## src/hdl/atie_consts.svh

```systemverilog
// Register offsets, field positions and reset values of the transmit interrupt enable block
`ifndef ATIE_CONSTS_SVH
`define ATIE_CONSTS_SVH

`define ATIE_ADDR_W        12
`define ATIE_OFS_ENABLE    12'h000
`define ATIE_OFS_STATUS    12'h004
`define ATIE_OFS_PENDING   12'h008

`define ATIE_NUM_COND      7
`define ATIE_ENABLE_RESET  8'h00
`define ATIE_FLAGS_RESET   7'h00
`define ATIE_ZERO_WORD     32'h0000_0000

// Enable register field positions
`define ATIE_EN_STAFRM     7
`define ATIE_EN_DATA       5
`define ATIE_EN_LAST       4
`define ATIE_EN_DMAERR     3
`define ATIE_EN_CKFAIL     2
`define ATIE_EN_SYNCERR    1
`define ATIE_EN_UNDRN      0

// Status register field positions
`define ATIE_ST_ERR        8
`define ATIE_ST_DMAERR     7
`define ATIE_ST_STAFRM     6
`define ATIE_ST_DATA       5
`define ATIE_ST_LAST       4
`define ATIE_ST_CKFAIL     2
`define ATIE_ST_SYNCERR    1
`define ATIE_ST_UNDRN      0

// Internal condition vector positions
`define ATIE_C_UNDRN       0
`define ATIE_C_SYNCERR     1
`define ATIE_C_CKFAIL      2
`define ATIE_C_DMAERR      3
`define ATIE_C_LAST        4
`define ATIE_C_DATA        5
`define ATIE_C_STAFRM      6

`endif

```

## src/hdl/atie_pkg.sv

```systemverilog
// Types shared by the transmit interrupt enable block
package atie_pkg;

  typedef logic [6:0] atie_cond_t;

  typedef enum logic [1:0] {
    ATIE_APB_IDLE   = 2'b00,
    ATIE_APB_ANSWER = 2'b01
  } atie_apb_state_e;

endpackage

```

## src/hdl/atie_top.sv

```systemverilog
// Transmit interrupt enable block with APB register access
`timescale 1ns/10ps
`default_nettype none
`include "atie_consts.svh"

module atie_top (
  input  wire logic                      clk_sys,
  input  wire logic                      rst,
  // APB slave
  input  wire logic                      psel,
  input  wire logic                      penable,
  input  wire logic                      pwrite,
  input  wire logic [`ATIE_ADDR_W-1:0]   paddr,
  input  wire logic [31:0]               pwdata,
  input  wire logic [3:0]                pstrb,
  output logic      [31:0]               prdata,
  output logic                           pready,
  output logic                           pslverr,
  // Transmitter condition events, one-cycle pulses
  input  wire logic                      frame_start_seen,
  input  wire logic                      tx_buffer_empty,
  input  wire logic                      final_slot_seen,
  input  wire logic                      excess_write_error,
  input  wire logic                      bit_clock_failure,
  input  wire logic                      unexpected_frame_sync,
  input  wire logic                      tx_underrun,
  // Interrupt to the processor
  output logic                           transmit_irq
);

  // ------------------------------------------------------------------
  // Layout helpers
  // ------------------------------------------------------------------

  // Condition vector to enable register layout; bit 6 stays zero
  function automatic logic [7:0] pack_enable(input atie_pkg::atie_cond_t c);
    logic [7:0] w;
    w                      = 8'h00;
    w[`ATIE_EN_STAFRM]     = c[`ATIE_C_STAFRM];
    w[`ATIE_EN_DATA]       = c[`ATIE_C_DATA];
    w[`ATIE_EN_LAST]       = c[`ATIE_C_LAST];
    w[`ATIE_EN_DMAERR]     = c[`ATIE_C_DMAERR];
    w[`ATIE_EN_CKFAIL]     = c[`ATIE_C_CKFAIL];
    w[`ATIE_EN_SYNCERR]    = c[`ATIE_C_SYNCERR];
    w[`ATIE_EN_UNDRN]      = c[`ATIE_C_UNDRN];
    return w;
  endfunction

  // Enable register layout to condition vector; reserved bits dropped
  function automatic atie_pkg::atie_cond_t unpack_enable(input logic [7:0] w);
    atie_pkg::atie_cond_t c;
    c                      = `ATIE_FLAGS_RESET;
    c[`ATIE_C_STAFRM]      = w[`ATIE_EN_STAFRM];
    c[`ATIE_C_DATA]        = w[`ATIE_EN_DATA];
    c[`ATIE_C_LAST]        = w[`ATIE_EN_LAST];
    c[`ATIE_C_DMAERR]      = w[`ATIE_EN_DMAERR];
    c[`ATIE_C_CKFAIL]      = w[`ATIE_EN_CKFAIL];
    c[`ATIE_C_SYNCERR]     = w[`ATIE_EN_SYNCERR];
    c[`ATIE_C_UNDRN]       = w[`ATIE_EN_UNDRN];
    return c;
  endfunction

  // Condition vector to status layout, with the error summary on top
  function automatic logic [8:0] pack_status(input atie_pkg::atie_cond_t c);
    logic [8:0] w;
    w                      = 9'h000;
    w[`ATIE_ST_DMAERR]     = c[`ATIE_C_DMAERR];
    w[`ATIE_ST_STAFRM]     = c[`ATIE_C_STAFRM];
    w[`ATIE_ST_DATA]       = c[`ATIE_C_DATA];
    w[`ATIE_ST_LAST]       = c[`ATIE_C_LAST];
    w[`ATIE_ST_CKFAIL]     = c[`ATIE_C_CKFAIL];
    w[`ATIE_ST_SYNCERR]    = c[`ATIE_C_SYNCERR];
    w[`ATIE_ST_UNDRN]      = c[`ATIE_C_UNDRN];
    w[`ATIE_ST_ERR]        = c[`ATIE_C_UNDRN] | c[`ATIE_C_SYNCERR] |
                             c[`ATIE_C_CKFAIL] | c[`ATIE_C_DMAERR];
    return w;
  endfunction

  // Status layout to condition vector, for write-one-to-clear
  function automatic atie_pkg::atie_cond_t unpack_status(input logic [7:0] w);
    atie_pkg::atie_cond_t c;
    c                      = `ATIE_FLAGS_RESET;
    c[`ATIE_C_DMAERR]      = w[`ATIE_ST_DMAERR];
    c[`ATIE_C_STAFRM]      = w[`ATIE_ST_STAFRM];
    c[`ATIE_C_DATA]        = w[`ATIE_ST_DATA];
    c[`ATIE_C_LAST]        = w[`ATIE_ST_LAST];
    c[`ATIE_C_CKFAIL]      = w[`ATIE_ST_CKFAIL];
    c[`ATIE_C_SYNCERR]     = w[`ATIE_ST_SYNCERR];
    c[`ATIE_C_UNDRN]       = w[`ATIE_ST_UNDRN];
    return c;
  endfunction

  // ------------------------------------------------------------------
  // Registers
  // ------------------------------------------------------------------

  atie_pkg::atie_apb_state_e state_r;
  atie_pkg::atie_apb_state_e state_nxt;
  atie_pkg::atie_cond_t      enable_r;
  atie_pkg::atie_cond_t      enable_nxt;
  logic [31:0]               prdata_r;
  logic [31:0]               prdata_nxt;
  logic                      pready_r;
  logic                      pslverr_r;
  logic                      pslverr_nxt;
  logic                      irq_r;
  logic                      irq_nxt;

  // ------------------------------------------------------------------
  // Condition events and sticky flags
  // ------------------------------------------------------------------

  // A net, so each condition bit may have its own continuous assignment
  wire atie_pkg::atie_cond_t set_pulse;
  atie_pkg::atie_cond_t clr_mask;
  atie_pkg::atie_cond_t flags;
  atie_pkg::atie_cond_t pending;

  assign set_pulse[`ATIE_C_STAFRM]  = frame_start_seen;
  // A last-slot event always comes with data ready
  assign set_pulse[`ATIE_C_DATA]    = tx_buffer_empty | final_slot_seen;
  assign set_pulse[`ATIE_C_LAST]    = final_slot_seen;
  assign set_pulse[`ATIE_C_DMAERR]  = excess_write_error;
  assign set_pulse[`ATIE_C_CKFAIL]  = bit_clock_failure;
  assign set_pulse[`ATIE_C_SYNCERR] = unexpected_frame_sync;
  assign set_pulse[`ATIE_C_UNDRN]   = tx_underrun;

  atie_flag_bank u_flags (
    .clk_sys   (clk_sys),
    .rst       (rst),
    .set_pulse (set_pulse),
    .clr_mask  (clr_mask),
    .flags     (flags)
  );

  // ------------------------------------------------------------------
  // APB decode
  // ------------------------------------------------------------------

  // Access phase seen while idle: answer on the following cycle
  wire access_start = psel & penable & (state_r == atie_pkg::ATIE_APB_IDLE);
  // Edge at which the master samples pready high: the write commits here
  wire access_done  = psel & penable & pready_r;

  wire hit_enable   = (paddr == `ATIE_OFS_ENABLE);
  wire hit_status   = (paddr == `ATIE_OFS_STATUS);
  wire hit_pending  = (paddr == `ATIE_OFS_PENDING);
  wire hit_any      = hit_enable | hit_status | hit_pending;

  // All writable fields sit in byte lane 0
  wire wr_lane0     = access_done & pwrite & pstrb[0];
  wire wr_enable    = wr_lane0 & hit_enable;
  wire wr_status    = wr_lane0 & hit_status;

  // Reserved enable bits never reach the register
  assign enable_nxt = wr_enable ? unpack_enable(pwdata[7:0]) : enable_r;

  // Writing zero leaves a flag alone; only ones clear
  assign clr_mask   = wr_status ? unpack_status(pwdata[7:0]) : `ATIE_FLAGS_RESET;

  // ------------------------------------------------------------------
  // Interrupt
  // ------------------------------------------------------------------

  // Each condition gated by its own enable bit
  assign pending = flags & enable_r;

  // Level output; one cycle behind the flags since it leaves from a flop
  assign irq_nxt = |pending;

  // ------------------------------------------------------------------
  // Read data and answer
  // ------------------------------------------------------------------

  wire [31:0] rd_enable  = {24'h00_0000, pack_enable(enable_r)};
  wire [31:0] rd_status  = {23'h00_0000, pack_status(flags)};
  wire [31:0] rd_pending = {23'h00_0000, pack_status(pending)};

  wire [31:0] rd_word = hit_enable  ? rd_enable  :
                        hit_status  ? rd_status  :
                        hit_pending ? rd_pending :
                        `ATIE_ZERO_WORD;

  assign state_nxt   = access_start ? atie_pkg::ATIE_APB_ANSWER : atie_pkg::ATIE_APB_IDLE;
  assign prdata_nxt  = (access_start & ~pwrite) ? rd_word : `ATIE_ZERO_WORD;
  // Unmapped addresses and writes to the read-only pending view report an error
  assign pslverr_nxt = access_start & (~hit_any | (pwrite & hit_pending));

  // ------------------------------------------------------------------
  // State
  // ------------------------------------------------------------------

  always_ff @(posedge clk_sys) begin
    if (rst) begin
      state_r <= atie_pkg::ATIE_APB_IDLE;
    end else begin
      case (state_nxt)
        atie_pkg::ATIE_APB_IDLE:   state_r <= atie_pkg::ATIE_APB_IDLE;
        atie_pkg::ATIE_APB_ANSWER: state_r <= atie_pkg::ATIE_APB_ANSWER;
        default:                   state_r <= atie_pkg::ATIE_APB_IDLE;
      endcase
    end
  end

  always_ff @(posedge clk_sys) begin
    if (rst) begin
      pready_r  <= 1'b0;
      pslverr_r <= 1'b0;
      prdata_r  <= `ATIE_ZERO_WORD;
    end else begin
      pready_r  <= access_start;
      pslverr_r <= pslverr_nxt;
      prdata_r  <= prdata_nxt;
    end
  end

  always_ff @(posedge clk_sys) begin
    if (rst) begin
      enable_r <= `ATIE_FLAGS_RESET;
      irq_r    <= 1'b0;
    end else begin
      enable_r <= enable_nxt;
      irq_r    <= irq_nxt;
    end
  end

  assign prdata       = prdata_r;
  assign pready       = pready_r;
  assign pslverr      = pslverr_r;
  assign transmit_irq = irq_r;

endmodule // atie_top

`default_nettype wire

```

## src/hdl/atie_flag_bank.sv

```systemverilog
// Sticky transmitter condition flags, set by hardware, cleared by software
`timescale 1ns/10ps
`default_nettype none
`include "atie_consts.svh"

module atie_flag_bank (
  input  wire logic                 clk_sys,
  input  wire logic                 rst,
  input  wire atie_pkg::atie_cond_t set_pulse,
  input  wire atie_pkg::atie_cond_t clr_mask,
  output var  atie_pkg::atie_cond_t flags
);

  atie_pkg::atie_cond_t flags_r;
  atie_pkg::atie_cond_t flags_nxt;

  // A set in the same cycle as its clear wins, so no event is lost
  assign flags_nxt = (flags_r & ~clr_mask) | set_pulse;

  always_ff @(posedge clk_sys) begin
    if (rst) begin
      flags_r <= `ATIE_FLAGS_RESET;
    end else begin
      flags_r <= flags_nxt;
    end
  end

  assign flags = flags_r;

endmodule // atie_flag_bank

`default_nettype wire

```

## config.mk

```make
export PLATFORM = sky130hd
export DESIGN_NAME = atie_top
export DESIGN_NICKNAME = d
export VERILOG_FILES = /design/src/hdl/atie_pkg.sv /design/src/hdl/atie_top.sv /design/src/hdl/atie_flag_bank.sv
export VERILOG_INCLUDE_DIRS = /design/src /design/src/hdl
export SDC_FILE = /design/constraint.sdc
export NUM_CORES = 1
export LEC_CHECK = 0
export ABC_AREA = 1
export BUFFER_PORTS_ARGS = -buffer_cell sky130_fd_sc_hd__buf_2
export CAP_MARGIN = 10
export CORE_MARGIN = 2
export CORE_UTILIZATION = 30
export DETAILED_ROUTE_END_ITERATION = 8
export HOLD_SLACK_MARGIN = 0.03
export SETUP_SLACK_MARGIN = 0.2
export SYNTH_ARGS = -nofsm -noshare
export SYNTH_HDL_FRONTEND = slang
export SYNTH_SLANG_ARGS = --single-unit
```

## constraint.sdc

```tcl
create_clock -name clk_sys -period 1 [get_ports clk_sys]
set_clock_uncertainty 0.05 [all_clocks]
set_input_delay 0.2 -clock clk_sys [delete_from_list [all_inputs] [get_ports clk_sys]]
set_output_delay 0.2 -clock clk_sys [all_outputs]
set_load 0.1 [all_outputs]
```

==> results.txt, run 1 <==
Worst Setup Path Type: reg2reg
Area leader, netlist: dfxtp_1
Count of yosys warnings during synthesis: 0
Hold depth: 3
Row Count: 25
Post-synthesis register bit count: 26
R2R Path End: prdata[8]
GRT Util Overall: 0.1350
Max frequency: 0.8440 GHz
Avg Vias per Cell: 4.256
Synth Area in Compound Gates: 0.07009
Overall Power: 2390 uW
Largest net degree at the start of global routing: 16
CTS root buffer: clkbuf_8
FF+latch area: 574.3 sq um
WL final: 3.348 mm
Syn_area_per_cell: 7.469 sq um
# IOs: 95
Top cells by area, synth: dfxtp_1 36%, buf_4 12%, nand2_1 11%, nand4_1 6.8%, a21oi_1 5.8%
Post-synthesis mux area share: 0
Post-DR wirelength/cell: 10.33 um
Multi-input gate area: 823.3 sq um
Hold/Removal Path Class: in2reg
Worst slack at placement: -0.2755 ns
Worst EP arrival: 1.34 ns
Net count, final: 318
Share of layout cells above drive strength 1: 0.4747
Worst R2R Setup Slack: -0.18 ns
Mapped Cells: 196
H-tree levels: 1
Max stage delay on crit path: 0.36 ns
Setup violations, final: 35
Post-synthesis xor/xnor area fraction: 0
Post-synthesis cell type count: 28
Worst IR Drop VDD: 0.0005123 V
P_leak: 0.001017 uW
Failing checks: setup timing
First-pass GRT wire length: 5.754 mm
Largest family of logic cells by synthesized area: simple AND/OR/NAND/NOR gates
Worst Path Required: 1.16 ns
Crit-path max FO: 4
CP max-delay cell: dfxtp_4
Die ar.: 5455 sq um
Crit path time final: 1.185 ns
Max-slew violation count: 0
Hold Fails Final Rpt: 0
Clock Latency Late Sink: 0.27 ns
CP Cell Sequence: inv_2, nand3_2, nor2_4, nand2_4, a21oi_4, nand2_2, a21oi_2
Fin crit share: 1.185
# Max-Cap Violations: 0
RSZ-0062 raised after global routing: yes
Total gr overflow: 0
Initial Util: 0.3099
Reg2Reg Depth: 7
Core Area: 4723 sq um
Status: complete, but fails checks
# fillers: 486
Antenna Violating Nets Remaining: 0
Vias in the first global route: 1313
Post-synth top area share: 0.3556
CTS clk-pin slew, worst paths: 0.09 ns
Synthesis-to-finish area growth: 48.97%
Die H: 73.86 um
DRC: 0
Ant diodes: 0
Drt initial violations: 68
Pre-antenna DRT Iters: 4
Via count: 1379
CP Launch Type: register
Num CTS Buffers: 3
Hold Crit Endpoint: u_flags.flags[3]
CTS tree: built
RePlAce Congestion: 0.8725
DP HPWL: 2.685 mm
Port Buf Inserts: 44
Die W: 73.86 um
CTS max path bufs: 2
Post-CTS Hold Buffers: 0
Initial antenna violation count: 0
Post-Synth Adder-Cell Area: 0
Clk sinks: 26
Worst setup EP type: register
Synthesized area: 1464 sq um
Simple logic cell fraction of the synthesized area: 0.3735
Worst Hold Launch: excess_write_error
Pwr Density: 1096 nW/um^2
Sequential area share after synthesis: 0.3556
Worst setup margin: -0.1849 ns
RR Startpoint: pready
routing by layer:
metal | track usage | part of all wire
met3 | 0.01783 | 0.059
met5 | 0 | 0
met2 | 0.2371 | 0.49
met1 | 0.1671 | 0.43
met4 | 0.04848 | 0.017
registers in the layout, summed over array words and instances, names as in the netlist:
signal         flops
pslverr            1
prdata             9
u_flags.flags      7
pready             1
enable_r           7
transmit_irq       1
final cells by class:
class                      instances  share of cell area
clock buffer                       4             0.02524
inverter                          18             0.03328
multi-input combinational        146              0.3775
sequential                        26              0.2633
tap                               67             0.03844
timing repair buffer              63              0.2622
worst max-delay path: cells and delay by family, from the launching register on:
family / cells / cell delay [ns]
AOI/OAI and AO/OA: 2 / 0.30
buffers and inverters: 1 / 0.05
DFF: 1 / 0.36
and+or+nand+nor: 4 / 0.35
where the power goes:
group          internal, uW  switching (uW)
registers              1030            23.5
logic                   120             521
clock network           353             344
metrics by stage:
stage / hold WS (ns) / std cells / instance area (sq um) / util / setup TNS, ns
final: 0.09425 / 324 / 2181 / 0.4617 / -3.490
after global routing: 0.09024 / 324 / 2181 / 0.4617 / -5.722
after CTS: 0.09101 / 323 / 2145 / 0.4540 / -3.928
after detailed placement: 0.3938 / 318 / 2058 / 0.4358 / -5.464
after global placement: 0.3963 / 318 / 2058 / 0.4358 / -5.172
after floorplan: 0.2840 / 218 / 1645 / - / -5.516
worst max path at each step:
stage / from / end / slack, ns
after floorplan: pready / u_flags.flags[4] / -0.32
after global placement: paddr[5] / prdata[1] / -0.25
after detailed placement: paddr[0] / prdata[2] / -0.28
after CTS: pready / prdata[6] / -0.21
after global routing: pready / prdata[8] / -0.25
final: pready / prdata[8] / -0.18
synth_stat cells:
master	number
buf_4	23
a22o_1	1
inv_1	12
nand2_1	44
a21oi_1	17
nand3_2	1
nor3b_1	1
and3_1	1
nand3_1	14
nand4_1	16
buf_12	1
inv_2	4
clkinv_1	1
nor2_4	3
conb_1	1
clkbuf_1	1
nor2_8	1
nor2_1	11
buf_2	2
buf_6	1
nand2_4	2
nor2_2	1
nor3_4	1
dfxtp_1	26
nand2_2	6
clkinv_4	1
a21oi_2	1
nor3_1	2
placed cells by master (no fill, tap or decap), drive strengths merged:
cell type,instances
nor2,16
nand2,52
and3,1
a21oi,18
conb,23
clkinv,2
a22o,1
nor3,3
inv,16
dfxtp,26
clkbuf,4
nor3b,1
buf,63
nand4,16
nand3,15
timing repair:
item | 4_1_cts | 5_1_grt
hold endpoints to repair | 0 | 0
resized for setup | 9 | 10
endpoints found under the setup margin | 37 | 38
buffers inserted | 1 | 1
pin swaps | 10 | 7
gates cloned | 0 | 0
cells by family (layout without fill, tap and decap cells):
family,Yosys count,in the layout
simple gates,104,104
flops,26,26
other cells,1,23
buf+inv,46,85
compound gates,19,19
Power figures use the tool's default switching activity.
==> run 2: changes to the inputs <==
Settings changed: MAX_ROUTING_LAYER set to met4.
==> run 2 against run 1 <==
- the flow still finishes with violations (setup timing)
- non-clock buffer count unchanged
- worst setup slack better by 0.0053 ns
- hold slack better by 0.0017 ns
- critical path type unchanged
- core utilization is 0.98 points higher
- first-iteration DRC count is 25% lower
- total power about the same
- maximum frequency is 0.45% higher
- count of clock-buffer cells in the layout unchanged
- sequential power hardly changed
- final area rose by 2.1%
- sequential share of layout area is 0.55 points lower
==> results.txt, run 2 (same netlist as run 1, synthesis figures left out) <==
Ant diodes: 0
CTS max path bufs: 2
Max frequency: 0.8477 GHz
CTS root buffer: clkbuf_8
CP Cell Sequence: inv_2, nand3_2, nor2_4, nand2_4, a21oi_4, nand2_2, a21oi_2
DRC: 0
Max stage delay on crit path: 0.36 ns
Die H: 73.86 um
Worst R2R Setup Slack: -0.18 ns
DP HPWL: 2.679 mm
Share of layout cells above drive strength 1: 0.4903
Commonest non-fill, non-tap cells in the layout: 39 x nand2_1, 30 x buf_2, 23 x conb_1, 16 x nand4_1, 15 x buf_4
Worst Path Required: 1.15 ns
CTS clk-pin slew, worst paths: 0.10 ns
Die W: 73.86 um
# IOs: 95
Worst IR Drop VDD: 0.0004972 V
Worst setup margin: -0.1796 ns
Drt initial violations: 51
Worst EP arrival: 1.32 ns
# Max-Cap Violations: 0
First-pass GRT wire length: 5.830 mm
CP Launch Type: register
Row Count: 25
Initial antenna violation count: 0
Worst Setup Path Type: reg2reg
H-tree levels: 1
Num CTS Buffers: 3
Port Buf Inserts: 44
Worst setup EP type: register
Design Area, Final: 2227 sq um
Placed insts: 318
Clk sinks: 26
Commonest non-fill, non-tap cell in the layout: nand2_1
Top delay family on crit path: flip-flops
Max-slew violation count: 0
Pre-antenna DRT Iters: 4
Crit-path max FO: 4
Largest net degree at the start of global routing: 16
Fin crit share: 1.180
Vias in the first global route: 1361
Clock Latency Late Sink: 0.27 ns
Antenna Violating Nets Remaining: 0
P_leak: 0.001034 uW
CP max-delay cell: dfxtp_4
CTS tree: built
WL final: 3.355 mm
Die ar.: 5455 sq um
Hold Fails Final Rpt: 0
RSZ-0062 raised after global routing: yes
RePlAce Congestion: 0.8800
Crit path time final: 1.180 ns
Avg Vias per Cell: 4.265
Post-DR wirelength/cell: 10.35 um
DP Area: 2058 sq um
Pwr Density: 1074 nW/um^2
Failing checks: setup timing
Total gr overflow: 0
Synthesis-to-finish area growth: 52.14%
Max reg flops: 9
Hold/Removal Path Class: in2reg
Initial Util: 0.3099
Critical path buffers and inverters: 1
Setup violations, final: 34
Core Area: 4723 sq um
Final Non-Filler Cells: 324
Via count: 1382
Status: complete, but fails checks
GRT Util Overall: 0.1380
Net count, final: 318
Worst hold slack: 0.09597 ns
run 2: final cells by class:
type                       instances  area (sq um)
fill                             469          2496
multi-input combinational        146         853.3
timing repair buffer              63         588.1
sequential                        26         574.3
tap                               67         83.83
inverter                          18         72.57
clock buffer                       4         55.05
run 2: power breakdown:
part | switching [uW] | internal [uW]
registers | 22.2 | 1030
clock network | 336 | 352
logic | 527 | 125
run 2: worst reg2reg max path, stage by stage (launching register included):
cell,delay (ns)
dfxtp_4,0.36
inv_2,0.04
nand3_2,0.07
nor2_4,0.12
nand2_4,0.09
a21oi_4,0.17
nand2_2,0.07
a21oi_2,0.12
run 2: layer usage:
layer	GRT usage	share of wire
met2	0.2460	0.52
met4	0.03434	0.0095
met5	-	0
met3	0.01783	0.036
met1	0.1628	0.44
run 2: worst paths after layout:
kind                                  startpoint         to  cells after the start
worst min-delay path                         rst     pready                      2
worst max-delay path                      pready  prdata[8]                      7
worst min register to register  u_flags.flags[6]  prdata[6]                      2
worst max register to register            pready  prdata[8]                      7
run 2: per-stage QoR:
| stage | utilization | total power, uW | setup TNS, ns | setup slack, ns |
|---|---|---|---|---|
| 2_1_floorplan | - | 1634 | -5.516 | -0.3211 |
| 3_3_place_gp | 0.4358 | 1701 | -5.157 | -0.2474 |
| 3_5_place_dp | 0.4358 | 1704 | -5.504 | -0.2656 |
| 4_1_cts | 0.4652 | 2410 | -3.623 | -0.1827 |
| 5_1_grt | 0.4715 | 2494 | -5.503 | -0.2694 |
| 6_report | 0.4715 | 2391 | -3.452 | -0.1796 |
run 2: repair_timing:
| item | CTS | global route |
|---|---|---|
| pin swaps | 13 | 7 |
| setup endpoints to repair | 37 | 37 |
| hold buffers | 0 | 0 |
| setup buffers | 2 | 0 |
| gates cloned | 0 | 0 |
| resized for setup | 18 | 11 |
==> run 3: changes to the inputs <==
Settings changed: ABC_AREA 1 to unset.
==> run 3 against run 2 <==
- the flow still finishes with violations (setup timing)
- worst setup slack worse by 0.26 ns
- critical path depth fell by 3
- count of clock-buffer cells in the layout unchanged
- total power down 2.6%
- clock power down 14%
- global-route usage down 0.89 points
- combinational power is 4.6% higher
- synthesized cell count fell by 21%
- sequential share of layout area is 2.2 points higher
- non-clock buffer count increased by 5
- routed wire length fell by 5.9%
- highest routed layer unchanged
==> results.txt, run 3 <==
Status: complete, but fails checks
Failing checks: setup timing
Vias in the first global route: 1151
Commonest non-fill, non-tap cells in the layout: 32 x buf_2, 23 x conb_1, 18 x buf_4, 16 x a21oi_1
Max-slew violation count: 0
Worst IR Drop VDD: 0.0005383 V
Final Core Density: 0.4920
Critical Path Most Common Cell: or3_4
Max frequency: 0.6945 GHz
Pwr Density: 1158 nW/um^2
Synthesized area: 1305 sq um
Worst R2R Setup Slack: -0.44 ns
First-pass GRT wire length: 5.043 mm
WL final: 3.156 mm
H-tree levels: 1
Pre-antenna DRT Iters: 4
# Max-Cap Violations: 0
Crit path time final: 1.440 ns
RSZ-0062 raised after global routing: yes
Top cells by area, synth: dfxtp_1 40%, buf_4 13%, a21oi_1 6.5%, o21ai_0 5.8%, a32oi_1 3.4%
Initial antenna violation count: 0
Post-synth top cells: 26 x dfxtp_1, 23 x buf_4, 17 x a21oi_1
CP Cell Sequence: or3_4, or3_4, buf_4, nor2_2
Post-DR wirelength/cell: 11.69 um
Post-synthesis cell type count: 32
Worst Path Required: 1.15 ns
Reg2Reg Depth: 4
DP Area: 1859 sq um
Clk sinks: 26
Setup TNS: -9.847 ns
Post-synthesis register bit count: 26
P_leak: 0.0008603 uW
CTS tree: built
Syn_area_per_cell: 8.474 sq um
Die ar.: 4894 sq um
Worst setup EP type: register
Hold depth: 3
Num CTS Buffers: 3
Sequential area share after synthesis: 0.3988
Crit path depth: 4
CP Launch Type: register
Worst Setup Path Type: reg2reg
Die H: 69.96 um
Worst Hold Launch: frame_start_seen
Max stage delay on crit path: 0.38 ns
Worst EP arrival: 1.59 ns
Hold/Removal Path Class: in2reg
Worst slack at placement: -0.6501 ns
CP max-delay cell: or3_4
Worst hold slack: 0.1108 ns
Top delay family on crit path: simple AND/OR/NAND/NOR gates
Cell with the most instances after synthesis: dfxtp_1
Design Area, Final: 2011 sq um
DP HPWL: 2.373 mm
Commonest non-fill, non-tap cell in the layout: buf_2
CTS root buffer: clkbuf_8
Initial Util: 0.3194
Ant diodes: 0
Share of layout cells above drive strength 1: 0.4500
Max reg flops: 9
Asr flop ratio synth: 0
Count of yosys warnings during synthesis: 0
GRT Util Overall: 0.1290
Largest net degree at the start of global routing: 16
DRC: 0
Mapped Cells: 154
RePlAce Congestion: 0.8057
Setup violations, final: 38
R2R Path End: prdata[1]
Critical path buffers and inverters: 1
Post-synth EDFFs: 0
Row Count: 23
Port Buf Inserts: 44
Avg Vias per Cell: 4.570
Hold Crit Endpoint: u_flags.flags[6]
Core Area: 4086 sq um
Area leader, netlist: dfxtp_1
Hold Fails Final Rpt: 0
Antenna Violating Nets Remaining: 0
CTS max path bufs: 2
Fin crit share: 1.440
Via count: 1234
Post-synth top area share: 0.3988
# IOs: 95
Worst setup margin: -0.4400 ns
Drt initial violations: 20
Clock Latency Late Sink: 0.26 ns
Synthesis-to-finish area growth: 54.07%
Die W: 69.96 um
Synth Flop Type: dfxtp_1
Crit-path max FO: 5
Net count, final: 281
Total gr overflow: 0
RR Startpoint: pready
CTS clk-pin slew, worst paths: 0.09 ns
run 3: cell types whose count changed in the layout (fill, tap and decap cells not counted), moves of 8 or more:
cell,before,now
nand2_1,39,8
nand2_2,9,0
nand4_1,16,1
nor2_4,8,0
o21ai_1,0,12
run 3: power by group:
group          switching, uW  leakage, uW  internal, uW
registers               23.4     0.000221          1030
clock network            308    0.0000228           284
logic                    529     0.000617           154
total                    860     0.000860          1470
run 3: tightest hold or removal path: cells and delay by family:
kind	cells	cell delay [ns]
buffers and inverters	2	0.14
AO/OA/AOI/OAI	1	0.05
run 3: what timing repair did:
item	in CTS	in global routing
pin swaps	1	1
hold buffers	0	0
gates cloned	1	0
endpoints found under the setup margin	38	38
buffers inserted	3	3
resized for setup	20	10
run 3: stage by stage:
step,power (uW),instances
6_report,2329,270
5_1_grt,2401,270
4_1_cts,2326,267
3_5_place_dp,1734,259
3_3_place_gp,1729,259
2_1_floorplan,1627,176
run 3: worst max-delay path by stage:
stage	from	to	slack (ns)
6_report	pready	prdata[1]	-0.44
5_1_grt	pready	prdata[3]	-0.49
4_1_cts	pready	prdata[3]	-0.44
3_5_place_dp	paddr[5]	prdata[3]	-0.65
3_3_place_gp	paddr[11]	prdata[3]	-0.64
2_1_floorplan	pready	prdata[3]	-0.61
run 3: cell type report:
cell class	instances	area (sq um)
clock buffer	4	45.04
timing repair buffer	68	620.6
fill	399	2076
multi-input combinational	113	685.7
sequential	26	563.0
inverter	9	33.78
tap	50	62.56
run 3: metal layers:
metal  wire length [um]  vias to the layer above  track usage
li1                   -                      626            -
met5                  0                        -            -
met2               1526                       38       0.2265
met3                172                        2      0.02020
met1               1432                      568       0.1517
met4                 25                        0      0.03846
run 3: cell families (layout without fill, tap and decap cells):
| group | count (synthesis) | after routing | synth area share |
|---|---|---|---|
| AND/OR/NAND/NOR | 45 | 46 | 0.2138 |
| AO/OA/AOI/OAI | 43 | 43 | 0.1946 |
| buffers and inverters | 38 | 81 | 0.1822 |
| other | 1 | 23 | 0.002874 |
| flip-flops | 26 | 26 | 0.3989 |
| multiplexers | 1 | 1 | 0.007670 |
